## src/core/wsl_pkg.sv

```systemverilog
/*
  Package of the deep-sleep wake-up start logic: register byte addresses,
  field positions, reset values, bus answer codes and the carrier structs.
  Assumes a 32-bit AXI4-Lite register bus with full byte addresses.
*/
package wsl_pkg;

  // ==========================================================
  // Start inputs
  localparam int WSL_NUM_START = 13;
  localparam int WSL_P0_PINS = 12;
  localparam int WSL_P1_BIT = 12;

  // ==========================================================
  // Register byte addresses
  localparam logic [31:0] WSL_ADDR_EDGE_SEL = 32'h40048200;
  localparam logic [31:0] WSL_ADDR_WAKE_EN = 32'h40048204;
  localparam logic [31:0] WSL_ADDR_WAKE_CLR = 32'h40048208;
  localparam logic [31:0] WSL_ADDR_WAKE_PEND = 32'h4004820c;
  localparam logic [31:0] WSL_ADDR_PDCFG = 32'h40048230;

  // ==========================================================
  // Reset values and fields
  localparam logic [12:0] WSL_EDGE_SEL_RST = 13'h0000;
  localparam logic [12:0] WSL_WAKE_EN_RST = 13'h0000;
  localparam logic [12:0] WSL_PDCFG_RST = 13'h0000;
  localparam int WSL_PDCFG_BOD_BIT = 3;
  localparam int WSL_PDCFG_WDOG_BIT = 6;

  // ==========================================================
  // Bus answers
  localparam logic [1:0] WSL_RESP_OKAY = 2'h0;
  localparam logic [1:0] WSL_RESP_SLVERR = 2'h2;

  // ==========================================================
  // Carriers between bus front end and register file
  typedef struct packed {
    logic valid;
    logic [31:0] addr;
    logic [31:0] data;
    logic [3:0] strb;
  } wsl_wr_req_t;

  typedef struct packed {
    logic valid;
    logic [31:0] addr;
  } wsl_rd_req_t;

  typedef struct packed {
    logic ok;
    logic [31:0] data;
  } wsl_rd_rsp_t;

endpackage

```

## src/core/wsl_edge_cell.sv

```systemverilog
/*
  One start-logic capture cell: watches one pin, catches the selected
  edge and holds the captured start state until cleared.
  Assumes the pin is synchronous to core_clk.
*/
`timescale 1ns/100ps
module wsl_edge_cell (
  input wire logic core_clk,
  input wire logic rst_n,
  input wire logic pin,
  input wire logic edge_rise,
  input wire logic clr,
  output logic state
);
  import wsl_pkg::*;

  logic prev_r;
  logic prev_nxt;
  logic armed_r;
  logic armed_nxt;
  logic state_r;
  logic state_nxt;
  logic hit;

  // ==========================================================
  // Capture
  // Armed one cycle after reset so a pin high at release is no rising edge
  always_comb begin
    prev_nxt = pin;
    armed_nxt = 1'b1;
    hit = armed_r && (edge_rise ? (pin && !prev_r) : (!pin && prev_r));
    state_nxt = hit || (state_r && !clr);
  end

  always_ff @(posedge core_clk or negedge rst_n) begin
    if (!rst_n) begin
      prev_r <= 1'b0;
      armed_r <= 1'b0;
      state_r <= 1'b0;
    end else begin
      prev_r <= prev_nxt;
      armed_r <= armed_nxt;
      state_r <= state_nxt;
    end
  end

  assign state = state_r;

  // ==========================================================
  // Checks
  a_fall_capture: assert property (@(posedge core_clk) disable iff (!rst_n)
    armed_r && !edge_rise && prev_r && !pin |=> state_r)
    else $error("falling edge not captured");

  a_rise_capture: assert property (@(posedge core_clk) disable iff (!rst_n)
    armed_r && edge_rise && !prev_r && pin |=> state_r)
    else $error("rising edge not captured");

  a_state_holds: assert property (@(posedge core_clk) disable iff (!rst_n)
    state_r && !clr |=> state_r)
    else $error("captured state lost without clear");

  a_clear_state: assert property (@(posedge core_clk) disable iff (!rst_n)
    state_r && clr && (edge_rise ? !(pin && !prev_r) : !(!pin && prev_r)) |=> !state_r)
    else $error("clear did not reset state");

  a_no_spurious: assert property (@(posedge core_clk) disable iff (!rst_n)
    $rose(state_r) |-> $past(armed_r) && ($past(edge_rise) ? ($past(pin) && !$past(prev_r))
                                                          : (!$past(pin) && $past(prev_r))))
    else $error("state set without selected edge");

endmodule

```

## src/core/wsl_axil_slave.sv

```systemverilog
/*
  AXI4-Lite slave front end: takes write address and data in either
  order, issues one write strobe to the register file, answers reads one
  cycle after the address is taken. Assumes one outstanding access per direction.
*/
`timescale 1ns/100ps
module wsl_axil_slave (
  input wire logic core_clk,
  input wire logic rst_n,
  input wire logic [31:0] s_axi_awaddr,
  input wire logic s_axi_awvalid,
  output logic s_axi_awready,
  input wire logic [31:0] s_axi_wdata,
  input wire logic [3:0] s_axi_wstrb,
  input wire logic s_axi_wvalid,
  output logic s_axi_wready,
  output logic [1:0] s_axi_bresp,
  output logic s_axi_bvalid,
  input wire logic s_axi_bready,
  input wire logic [31:0] s_axi_araddr,
  input wire logic s_axi_arvalid,
  output logic s_axi_arready,
  output logic [31:0] s_axi_rdata,
  output logic [1:0] s_axi_rresp,
  output logic s_axi_rvalid,
  input wire logic s_axi_rready,
  output wsl_pkg::wsl_wr_req_t wr_req,
  input wire logic wr_ok,
  output wsl_pkg::wsl_rd_req_t rd_req,
  input wsl_pkg::wsl_rd_rsp_t rd_rsp
);
  import wsl_pkg::*;

  logic aw_held_r, aw_held_nxt, w_held_r, w_held_nxt;
  logic [31:0] awaddr_r, awaddr_nxt, wdata_r, wdata_nxt;
  logic [3:0] wstrb_r, wstrb_nxt;
  logic awready_r, awready_nxt, wready_r, wready_nxt;
  logic bvalid_r, bvalid_nxt;
  logic [1:0] bresp_r, bresp_nxt;
  logic arready_r, arready_nxt, rvalid_r, rvalid_nxt;
  logic [31:0] rdata_r, rdata_nxt;
  logic [1:0] rresp_r, rresp_nxt;
  logic do_wr;
  logic ar_fire;

  // ==========================================================
  // Write and read channels
  assign do_wr = aw_held_r && w_held_r && !bvalid_r;
  assign ar_fire = s_axi_arvalid && arready_r;

  always_comb begin
    aw_held_nxt = aw_held_r;
    w_held_nxt = w_held_r;
    awaddr_nxt = awaddr_r;
    wdata_nxt = wdata_r;
    wstrb_nxt = wstrb_r;
    bvalid_nxt = bvalid_r;
    bresp_nxt = bresp_r;
    if (s_axi_awvalid && awready_r) begin
      aw_held_nxt = 1'b1;
      awaddr_nxt = s_axi_awaddr;
    end
    if (s_axi_wvalid && wready_r) begin
      w_held_nxt = 1'b1;
      wdata_nxt = s_axi_wdata;
      wstrb_nxt = s_axi_wstrb;
    end
    if (bvalid_r && s_axi_bready) begin
      bvalid_nxt = 1'b0;
    end
    if (do_wr) begin
      aw_held_nxt = 1'b0;
      w_held_nxt = 1'b0;
      bvalid_nxt = 1'b1;
      bresp_nxt = wr_ok ? WSL_RESP_OKAY : WSL_RESP_SLVERR;
    end
    // Hold off new writes until the response has gone
    awready_nxt = !aw_held_nxt && !bvalid_nxt;
    wready_nxt = !w_held_nxt && !bvalid_nxt;
    rvalid_nxt = rvalid_r;
    rdata_nxt = rdata_r;
    rresp_nxt = rresp_r;
    if (ar_fire) begin
      rvalid_nxt = 1'b1;
      rdata_nxt = rd_rsp.data;
      rresp_nxt = rd_rsp.ok ? WSL_RESP_OKAY : WSL_RESP_SLVERR;
    end else if (rvalid_r && s_axi_rready) begin
      rvalid_nxt = 1'b0;
    end
    arready_nxt = !rvalid_nxt;
  end

  always_ff @(posedge core_clk or negedge rst_n) begin
    if (!rst_n) begin
      aw_held_r <= 1'b0;
      w_held_r <= 1'b0;
      awaddr_r <= 32'h00000000;
      wdata_r <= 32'h00000000;
      wstrb_r <= 4'h0;
      awready_r <= 1'b0;
      wready_r <= 1'b0;
      bvalid_r <= 1'b0;
      bresp_r <= WSL_RESP_OKAY;
      arready_r <= 1'b0;
      rvalid_r <= 1'b0;
      rdata_r <= 32'h00000000;
      rresp_r <= WSL_RESP_OKAY;
    end else begin
      aw_held_r <= aw_held_nxt;
      w_held_r <= w_held_nxt;
      awaddr_r <= awaddr_nxt;
      wdata_r <= wdata_nxt;
      wstrb_r <= wstrb_nxt;
      awready_r <= awready_nxt;
      wready_r <= wready_nxt;
      bvalid_r <= bvalid_nxt;
      bresp_r <= bresp_nxt;
      arready_r <= arready_nxt;
      rvalid_r <= rvalid_nxt;
      rdata_r <= rdata_nxt;
      rresp_r <= rresp_nxt;
    end
  end

  assign wr_req = '{valid: do_wr, addr: awaddr_r, data: wdata_r, strb: wstrb_r};
  assign rd_req = '{valid: ar_fire, addr: s_axi_araddr};
  assign s_axi_awready = awready_r;
  assign s_axi_wready = wready_r;
  assign s_axi_bvalid = bvalid_r;
  assign s_axi_bresp = bresp_r;
  assign s_axi_arready = arready_r;
  assign s_axi_rvalid = rvalid_r;
  assign s_axi_rdata = rdata_r;
  assign s_axi_rresp = rresp_r;

endmodule

```

## src/core/wsl_start_logic.sv

```systemverilog
/*
  Top of the deep-sleep wake-up start logic: edge-select, enable, clear
  and pending-status registers for 13 start inputs, the deep-sleep power
  configuration register, and the registered wake-up interrupt lines.
  Assumes pins synchronous to core_clk and an AXI4-Lite master.
*/
`timescale 1ns/100ps
module wsl_start_logic (
  input wire logic core_clk,
  input wire logic rst_n,
  input wire logic [31:0] s_axi_awaddr,
  input wire logic s_axi_awvalid,
  output logic s_axi_awready,
  input wire logic [31:0] s_axi_wdata,
  input wire logic [3:0] s_axi_wstrb,
  input wire logic s_axi_wvalid,
  output logic s_axi_wready,
  output logic [1:0] s_axi_bresp,
  output logic s_axi_bvalid,
  input wire logic s_axi_bready,
  input wire logic [31:0] s_axi_araddr,
  input wire logic s_axi_arvalid,
  output logic s_axi_arready,
  output logic [31:0] s_axi_rdata,
  output logic [1:0] s_axi_rresp,
  output logic s_axi_rvalid,
  input wire logic s_axi_rready,
  input wire logic [11:0] port0_pin,
  input wire logic port1_pin0,
  output logic [12:0] wake_irq,
  output logic brownout_sleep_off,
  output logic wdog_osc_sleep_off
);
  import wsl_pkg::*;

  wsl_wr_req_t wr_req;
  wsl_rd_req_t rd_req;
  wsl_rd_rsp_t rd_rsp;
  logic wr_ok;

  logic [12:0] edge_sel_r, edge_sel_nxt;
  logic [12:0] wake_en_r, wake_en_nxt;
  logic [12:0] pdcfg_r, pdcfg_nxt;
  logic [12:0] clr_pulse;
  logic [12:0] cap_state;
  logic [12:0] pend;
  logic [12:0] start_pins;
  logic [12:0] wake_irq_r, wake_irq_nxt;
  logic bod_off_r, bod_off_nxt;
  logic wdog_off_r, wdog_off_nxt;

  // ==========================================================
  // Helpers
  // Bytes 2 and 3 carry only reserved bits, so only two lanes matter
  function automatic logic [12:0] lane_mask(input logic [3:0] strb);
    lane_mask = {{5{strb[1]}}, {8{strb[0]}}};
  endfunction

  function automatic logic [12:0] merge13(input logic [12:0] old, input logic [31:0] data,
                                          input logic [3:0] strb);
    merge13 = (old & ~lane_mask(strb)) | (data[12:0] & lane_mask(strb));
  endfunction

  // ==========================================================
  // Bus front end
  wsl_axil_slave u_bus (
    .core_clk(core_clk),
    .rst_n(rst_n),
    .s_axi_awaddr(s_axi_awaddr),
    .s_axi_awvalid(s_axi_awvalid),
    .s_axi_awready(s_axi_awready),
    .s_axi_wdata(s_axi_wdata),
    .s_axi_wstrb(s_axi_wstrb),
    .s_axi_wvalid(s_axi_wvalid),
    .s_axi_wready(s_axi_wready),
    .s_axi_bresp(s_axi_bresp),
    .s_axi_bvalid(s_axi_bvalid),
    .s_axi_bready(s_axi_bready),
    .s_axi_araddr(s_axi_araddr),
    .s_axi_arvalid(s_axi_arvalid),
    .s_axi_arready(s_axi_arready),
    .s_axi_rdata(s_axi_rdata),
    .s_axi_rresp(s_axi_rresp),
    .s_axi_rvalid(s_axi_rvalid),
    .s_axi_rready(s_axi_rready),
    .wr_req(wr_req),
    .wr_ok(wr_ok),
    .rd_req(rd_req),
    .rd_rsp(rd_rsp)
  );

  // ==========================================================
  // Register writes
  // Reserved bits 31:13 are simply not stored
  always_comb begin
    edge_sel_nxt = edge_sel_r;
    wake_en_nxt = wake_en_r;
    pdcfg_nxt = pdcfg_r;
    clr_pulse = 13'h0000;
    wr_ok = 1'b0;
    if (wr_req.valid) begin
      case (wr_req.addr)
        WSL_ADDR_EDGE_SEL: begin
          edge_sel_nxt = merge13(edge_sel_r, wr_req.data, wr_req.strb);
          wr_ok = 1'b1;
        end
        WSL_ADDR_WAKE_EN: begin
          wake_en_nxt = merge13(wake_en_r, wr_req.data, wr_req.strb);
          wr_ok = 1'b1;
        end
        WSL_ADDR_WAKE_CLR: begin
          clr_pulse = wr_req.data[12:0] & lane_mask(wr_req.strb);
          wr_ok = 1'b1;
        end
        WSL_ADDR_WAKE_PEND: begin
          // Read-only: write accepted and dropped
          wr_ok = 1'b1;
        end
        WSL_ADDR_PDCFG: begin
          pdcfg_nxt = merge13(pdcfg_r, wr_req.data, wr_req.strb);
          wr_ok = 1'b1;
        end
        default: begin
          wr_ok = 1'b0;
        end
      endcase
    end
  end

  always_ff @(posedge core_clk or negedge rst_n) begin
    if (!rst_n) begin
      edge_sel_r <= WSL_EDGE_SEL_RST;
      wake_en_r <= WSL_WAKE_EN_RST;
      pdcfg_r <= WSL_PDCFG_RST;
    end else begin
      edge_sel_r <= edge_sel_nxt;
      wake_en_r <= wake_en_nxt;
      pdcfg_r <= pdcfg_nxt;
    end
  end

  // ==========================================================
  // Register reads
  always_comb begin
    rd_rsp = '{ok: 1'b1, data: 32'h00000000};
    case (rd_req.addr)
      WSL_ADDR_EDGE_SEL: begin
        rd_rsp.data = {19'h00000, edge_sel_r};
      end
      WSL_ADDR_WAKE_EN: begin
        rd_rsp.data = {19'h00000, wake_en_r};
      end
      WSL_ADDR_WAKE_CLR: begin
        rd_rsp.data = 32'h00000000;
      end
      WSL_ADDR_WAKE_PEND: begin
        rd_rsp.data = {19'h00000, pend};
      end
      WSL_ADDR_PDCFG: begin
        rd_rsp.data = {19'h00000, pdcfg_r};
      end
      default: begin
        rd_rsp.ok = 1'b0;
      end
    endcase
  end

  // ==========================================================
  // Start capture cells
  assign start_pins = {port1_pin0, port0_pin};

  generate
    for (genvar i = 0; i < WSL_NUM_START; i++) begin : g_cell
      wsl_edge_cell u_cell (
        .core_clk(core_clk),
        .rst_n(rst_n),
        .pin(start_pins[i]),
        .edge_rise(edge_sel_r[i]),
        .clr(clr_pulse[i]),
        .state(cap_state[i])
      );
    end
  endgenerate

  // Capture runs even when disabled; enable only gates what is seen
  assign pend = cap_state & wake_en_r;

  // ==========================================================
  // Outputs
  always_comb begin
    wake_irq_nxt = pend;
    bod_off_nxt = pdcfg_r[WSL_PDCFG_BOD_BIT];
    wdog_off_nxt = pdcfg_r[WSL_PDCFG_WDOG_BIT];
  end

  always_ff @(posedge core_clk or negedge rst_n) begin
    if (!rst_n) begin
      wake_irq_r <= 13'h0000;
      bod_off_r <= 1'b0;
      wdog_off_r <= 1'b0;
    end else begin
      wake_irq_r <= wake_irq_nxt;
      bod_off_r <= bod_off_nxt;
      wdog_off_r <= wdog_off_nxt;
    end
  end

  assign wake_irq = wake_irq_r;
  assign brownout_sleep_off = bod_off_r;
  assign wdog_osc_sleep_off = wdog_off_r;

  // ==========================================================
  // Checks
  a_irq_follows_pend: assert property (@(posedge core_clk) disable iff (!rst_n)
    1'b1 |=> wake_irq == ($past(cap_state) & $past(wake_en_r)))
    else $error("wake interrupt does not match enabled capture");

  a_port1_pin_map: assert property (@(posedge core_clk) disable iff (!rst_n)
    $past(rst_n) && !edge_sel_r[12] && $past(port1_pin0) && !port1_pin0 |=> cap_state[12])
    else $error("port 1 pin 0 does not reach bit 12");

  a_port0_pin_map: assert property (@(posedge core_clk) disable iff (!rst_n)
    $past(rst_n) && edge_sel_r[0] && !$past(port0_pin[0]) && port0_pin[0] |=> cap_state[0])
    else $error("port 0 pin 0 does not reach bit 0");

  a_enable_write: assert property (@(posedge core_clk) disable iff (!rst_n)
    wr_req.valid && wr_req.addr == WSL_ADDR_WAKE_EN && wr_req.strb == 4'hf
    |=> wake_en_r == $past(wr_req.data[12:0]))
    else $error("enable write not stored");

  a_status_gated: assert property (@(posedge core_clk) disable iff (!rst_n)
    rd_req.valid && rd_req.addr == WSL_ADDR_WAKE_PEND
    |=> s_axi_rvalid && s_axi_rdata == {19'h00000, $past(cap_state) & $past(wake_en_r)})
    else $error("status read shows disabled or wrong state");

  a_status_pending: assert property (@(posedge core_clk) disable iff (!rst_n)
    rd_req.valid && rd_req.addr == WSL_ADDR_WAKE_PEND && pend[0]
    |=> s_axi_rdata[0])
    else $error("pending input reads as zero");

  a_bod_sleep_ctl: assert property (@(posedge core_clk) disable iff (!rst_n)
    wr_req.valid && wr_req.addr == WSL_ADDR_PDCFG && wr_req.strb[0]
    |=> ##1 brownout_sleep_off == $past(wr_req.data[3], 2))
    else $error("brownout sleep control not applied");

  a_wdog_sleep_ctl: assert property (@(posedge core_clk) disable iff (!rst_n)
    wr_req.valid && wr_req.addr == WSL_ADDR_PDCFG && wr_req.strb[0]
    |=> ##1 wdog_osc_sleep_off == $past(wr_req.data[6], 2))
    else $error("watchdog oscillator sleep control not applied");

  a_edge_reset_val: assert property (@(posedge core_clk)
    $rose(rst_n) |-> edge_sel_r == 13'h0000 && wake_en_r == 13'h0000)
    else $error("edge select or enable not zero after reset");

  a_irq_reset_val: assert property (@(posedge core_clk)
    $rose(rst_n) |-> wake_irq == 13'h0000 && pdcfg_r == 13'h0000)
    else $error("wake interrupt or power config not zero after reset");

  a_edge_write: assert property (@(posedge core_clk) disable iff (!rst_n)
    wr_req.valid && wr_req.addr == WSL_ADDR_EDGE_SEL && wr_req.strb == 4'hf
    |=> edge_sel_r == $past(wr_req.data[12:0]))
    else $error("edge select write not stored");

  a_cfg_write: assert property (@(posedge core_clk) disable iff (!rst_n)
    wr_req.valid && wr_req.addr == WSL_ADDR_PDCFG && wr_req.strb == 4'hf
    |=> pdcfg_r == $past(wr_req.data[12:0]))
    else $error("power config write not stored");

  a_capture_kept: assert property (@(posedge core_clk) disable iff (!rst_n)
    1'b1 |=> (($past(cap_state) & ~$past(clr_pulse)) & ~cap_state) == 13'h0000)
    else $error("captured state dropped without clear");

  a_clear_zero: assert property (@(posedge core_clk) disable iff (!rst_n)
    wr_req.valid && wr_req.addr == WSL_ADDR_WAKE_CLR
    |=> (($past(cap_state) & ~$past(wr_req.data[12:0])) & ~cap_state) == 13'h0000)
    else $error("zero in clear write changed a state");

  a_irq_gated: assert property (@(posedge core_clk) disable iff (!rst_n)
    1'b1 |=> (wake_irq & ~$past(wake_en_r)) == 13'h0000)
    else $error("disabled input raised its wake interrupt");

  a_status_upper: assert property (@(posedge core_clk) disable iff (!rst_n)
    rd_req.valid && rd_req.addr == WSL_ADDR_WAKE_PEND
    |=> s_axi_rdata[31:13] == 19'h00000)
    else $error("status read shows reserved bits set");

endmodule

```

## config.mk

```make
export PLATFORM = sky130hd
export DESIGN_NAME = wsl_start_logic
export DESIGN_NICKNAME = d
export VERILOG_FILES = /design/src/core/wsl_pkg.sv /design/src/core/wsl_edge_cell.sv /design/src/core/wsl_axil_slave.sv /design/src/core/wsl_start_logic.sv
export SDC_FILE = /design/constraint.sdc
export NUM_CORES = 1
export LEC_CHECK = 0
export ABC_CLOCK_PERIOD_IN_PS = 2400
export CAP_MARGIN = 20
export CORE_UTILIZATION = 50
export CTS_CLUSTER_SIZE = 8
export DETAILED_ROUTE_END_ITERATION = 10
export DONT_BUFFER_PORTS = 1
export GPL_TIMING_DRIVEN = 0
export PLACE_DENSITY = 0.73
export SYNTH_ARGS = -nofsm -noshare
export SYNTH_HDL_FRONTEND = slang
export SYNTH_HIERARCHICAL = 1
export SYNTH_SLANG_ARGS = --single-unit
```

## constraint.sdc

```tcl
create_clock -name core_clk -period 2.4 [get_ports core_clk]
set_input_delay 0.12 -clock core_clk [delete_from_list [all_inputs] [get_ports core_clk]]
set_output_delay 0.12 -clock core_clk [all_outputs]
set_load 0.01 [all_outputs]
```

Word level (Yosys, flattened, before mapping)
Index checks and enable logic that the tools add are counted.

storage, ports and cells
  register bits after elaboration = 171
  output and inout bits = 56
  logic and storage cells = 217

operators by class
  equal/unequal tests = 10
  mux-type cells = 29
  bitwise logic cells = 9
  reduce and logical (&&, ||, !) cells = 123

operators by type and width
  kind                    count
  $eq A32 B31 Y1 const B  10
  $and A13 B13 Y13        5
  $logic_and A1 B1 Y1     61
  $pmux W13 S4            1
  $logic_not A1 Y1        44
  $or A13 B13 Y13         3
  $mux W13                2
  $mux W1                 24
  $logic_or A1 B1 Y1      13
  $not A13 Y13            1
  $reduce_or A5 Y1        2
  $reduce_and A2 Y1       3
  $mux W2                 2

Longest topological paths before layout
  depth after elaboration = 6
  mapped depth = 8
  depth with buffers taken out = 7

Hierarchy
The synthesis kept the hierarchy.

by module, submodules not included
  module           instances  cells an instance  area each (um^2)  seq. area each (um^2)
  wsl_axil_slave   1          277                4493.1            2727.6
  wsl_start_logic  1          226                2795.2            1351.3
  wsl_edge_cell    13         8                  110.1             75.1

Worst setup path before layout
Ideal clock, no wire load.

  path type = register to register
  start point = register u_bus.awaddr_r[13]
  end point = register with a tool-made name
  data arrival time = 1.962 ns
  data required time = 2.275 ns
  slack = 0.313 ns
  stages on the path, launching flop included = 5
  period minus slack after synthesis = 2.087 ns
  cell sequence = dfrtp_1 > nor4b_4 > nand4_4 > nor4_4 > mux2_4

RTL lines
  item                      line                   source
  start: declaration        wsl_axil_slave.sv:35   logic [31:0] awaddr_r, awaddr_nxt, wdata_r, wdata_nxt;
  start signal: assignment  wsl_axil_slave.sv:111  awaddr_r <= awaddr_nxt;

==> insert_results.sql <==
INSERT INTO impl_metrics (metric_group, metric, value, unit) VALUES
('placed_design', 'globalplace.congestion', '0.791', ''),
('worst_setup_path', 'timing_worst_setup_path_type', 'reg -> reg', ''),
('worst_setup_path', 'worstSetupStartpoint', 'u_bus/awaddr_r[5]$_DFFE_PN0P_', ''),
('worst_setup_path', 'worst-path-buf-inv', '0', ''),
('global_route', 'track_usage', '0.217', ''),
('global_route', 'global_route.overflow_total', '0', ''),
('worst_setup_path', 'worst_r2r_startpoint', 'u_bus/awaddr_r[5]$_DFFE_PN0P_', ''),
('global_route', 'initial_antenna_violation_count', '0', ''),
('floorplanning', 'core_area', '0.0154', 'mm2'),
('sta', 'slew_viol_final', '0', ''),
('global_route', 'via_count_of_the_first_global_routing_pass', '5036', ''),
('route', 'drt.antenna.violating_nets', '0', ''),
('global_route', 'grt_max_degree', '182', ''),
('floorplanning', 'ports', '176', ''),
('floorplanning', 'die_width', '128', 'um'),
('sta', 'timing_hold_violations_final', '181', ''),
('power_and_ir_drop', 'power.static_leakage', '0.00435', 'uW'),
('clocking', 'h-tree-depth', '4', ''),
('clocking', 'max-clock-path-buffers', '2', ''),
('route', 'route.detailed.drc', '0', ''),
('worst_setup_path', 'critPathArrivalTime', '2.65', 'ns'),
('synth', 'synthesis.instances', '563', ''),
('cells_and_area', 'finalNetCount', '791', ''),
('placed_design', 'place_inst', '794', ''),
('sta', 'fmax', '426', 'MHz'),
('clocking', 'cts_tree', 'built', ''),
('clocking', 'clkSinkCount', '181', ''),
('route', 'drt_first_iter_violations', '193', ''),
('synth', 'mappedNetlistArea', '0.00794', 'mm2'),
('floorplanning', 'start_util', '0.516', ''),
('global_route', 'global_route_wire_length_before_repair', '26400', 'um'),
('min_path', 'timing.hold.worst.class', 'in -> async', ''),
('sta', 'setup_slack', '0.0550', 'ns'),
('power_and_ir_drop', 'irDropWorstVdd', '535', 'uV'),
('worst_setup_path', 'crit_required', '2.71', 'ns'),
('clocking', 'cts-hold-fix-buffers', '64', ''),
('run', 'maxCapViolations', '0', ''),
('status', 'failed_checks', 'negative hold slack', ''),
('worst_setup_path', 'worst_r2r_path_depth', '4', ''),
('route', 'first_pass_iteration_count_of_the_detailed_router', '4', ''),
('sta', 'timing.final.setup_violations', '0', ''),
('worst_setup_path', 'crit_family', 'simple AND/OR/NAND/NOR gates', ''),
('sta', 'period_needed', '2.35', 'ns'),
('route', 'post_drt_via_cell_ratio', '5.27', ''),
('synth', 'yosys_warnings', '6', ''),
('sta', 'skew', '0.00826', 'ns'),
('status', 'run_status', 'finished with violations', ''),
('floorplanning', 'row_count', '45', ''),
('synth', 'syn_area_per_cell', '14.1', 'um2'),
('sta', 'grt_setup_unrepaired', 'true', ''),
('worst_setup_path', 'timing.reg2reg.setup_slack', '0.05', 'ns'),
('floorplanning', 'die-area', '0.0164', 'mm2'),
('cells_and_area', 'synthToLayoutAreaGrowth', '21.4', '%'),
('placed_design', 'dp_hpwl', '11100', 'um'),
('worst_setup_path', 'worst_path_max_stage_delay', '0.60', 'ns'),
('route', 'vias', '4720', ''),
('route', 'detail_route.wirelength', '16700', 'um'),
('cells_and_area', 'diode_count', '0', ''),
('worst_setup_path', 'setup.worst_path.start_class', 'register', ''),
('worst_setup_path', 'timing.critical_path.cells', 'nor4_1 > nand3_1 > nor4_4 > mux2_2', ''),
('worst_setup_path', 'end_kind', 'register', ''),
('sta', 'max_slew_margin', '0.496', ''),
('power_and_ir_drop', 'power.density', '870', 'mW/mm2'),
('clocking', 'clk_slew_on_worst_s_h_paths', '0.07', 'ns'),
('sta', 'timing.final.crit_share', '0.977', ''),
('clocking', 'clk-insertion-delay-late', '0.42', 'ns'),
('sta', 'worst-slew-pin-transition', '0.756', 'ns'),
('sta', 'hold-worst-slack', '-0.612', 'ns'),
('worst_setup_path', 'critical_path_cell_count', '4', ''),
('floorplanning', 'chipHeight', '128', 'um'),
('worst_setup_path', 'critical_path.slowest_cell', 'sky130_fd_sc_hd__nor4_4', ''),
('route', 'routed_wire_length_per_instance', '18.7', 'um'),
('worst_setup_path', 'worst-path-max-fanout', '5', ''),
('cells_and_area', 'final_layout_size_suffix_gt1_frac', '0.323', ''),
('placed_design', 'setup_slack_at_placement', '-0.300', 'ns'),
('clocking', 'cts_root_buffer', 'sky130_fd_sc_hd__clkbuf_16', ''),
('placed_design', 'place.port_buffers', '0', ''),
('clocking', 'cts_made_buffers', '17', ''),
('cells_and_area', 'layout.cells.non_filler', '895', '');
==> layout by cell type, fill, tap and decap left out, types with 4 or more instances in the layout <==
cell type                       instances
sky130_fd_sc_hd__nand4b_1              13
sky130_fd_sc_hd__mux2_4                36
sky130_fd_sc_hd__mux2_2                81
sky130_fd_sc_hd__clkbuf_16             17
sky130_fd_sc_hd__buf_12                 5
sky130_fd_sc_hd__clkbuf_1               8
sky130_fd_sc_hd__clkbuf_8               4
sky130_fd_sc_hd__buf_4                 41
sky130_fd_sc_hd__a22o_1                12
sky130_fd_sc_hd__a21oi_1               12
sky130_fd_sc_hd__clkinv_4               4
sky130_fd_sc_hd__nand2b_1              17
sky130_fd_sc_hd__conb_1                34
sky130_fd_sc_hd__a22oi_1               13
sky130_fd_sc_hd__nand2_1               16
sky130_fd_sc_hd__inv_1                  4
sky130_fd_sc_hd__nor2_1                 7
sky130_fd_sc_hd__nor4_1                 4
sky130_fd_sc_hd__nor4_4                 7
sky130_fd_sc_hd__dlygate4sd3_1         64
sky130_fd_sc_hd__dfrtp_1              181
sky130_fd_sc_hd__nand3_1               15
sky130_fd_sc_hd__nand4bb_1             13
sky130_fd_sc_hd__and2_1                27
==> worst register-to-register path, delay by kind of cell, from the launching register on <==
family	cells	cell delay, ns
DFF	1	0.40
muxes	1	0.40
and+or+nand+nor	3	1.42
==> where the power goes <==
part | internal [uW] | switching, uW | leakage (uW) | total (uW)
logic | 946 | 493 | 0.00182 | 1440
clock network | 1650 | 1140 | 0.000297 | 2800
registers | 3600 | 548 | 0.00223 | 4150
==> metal layers <==
layer  wire length (um)  share of wire  track usage
met1               6900           0.41        0.258
met2               8620           0.52        0.376
met3                943          0.056       0.0651
met4                261          0.016       0.0747
met5                  0              0            0
==> stage by stage <==
step	hold WS (ns)	TNS [ns]	power, uW	util	instance area, um2
6_report	-0.612	0	8390	0.627	9630
5_1_grt	-0.646	-0.0282	8750	0.627	9630
3_3_place_gp	-0.171	-9.08	5400	0.538	8270
4_1_cts	-0.633	-0.0170	8410	0.624	9600
3_5_place_dp	-0.171	-4.59	5510	0.539	8290
2_1_floorplan	-0.176	0	5210	-	8010
==> cell type report <==
| class | instances | area (um2) |
|---|---|---|
| clock buffer | 22 | 484 |
| fill | 1161 | 5740 |
| inverter | 5 | 18.8 |
| clock inverter | 10 | 121 |
| multi-input combinational | 344 | 3100 |
| timing repair buffer | 70 | 708 |
| sequential | 181 | 4530 |
| buffer | 52 | 410 |
| tap | 211 | 264 |
==> timing repair <==
action | 4_1_cts | 5_1_grt
pin swaps | 3 | 1
setup buffers | 4 | 0
endpoints found under the setup margin | 24 | 15
hold endpoints to repair | 260 | 181
cloned | 0 | 0
gates resized for setup | 1 | 4
==> how the worst max path moves through the flow <==
stage,to
after floorplan,register
after global placement,g_cell[6].u_cell/state$_DFF_PN0_
after detailed placement,u_bus/s_axi_rdata[3]$_DFFE_PN0P_
after CTS,register
after global routing,g_cell[4].u_cell/state$_DFF_PN0_
final,register
(Power assumes the default switching activity.)
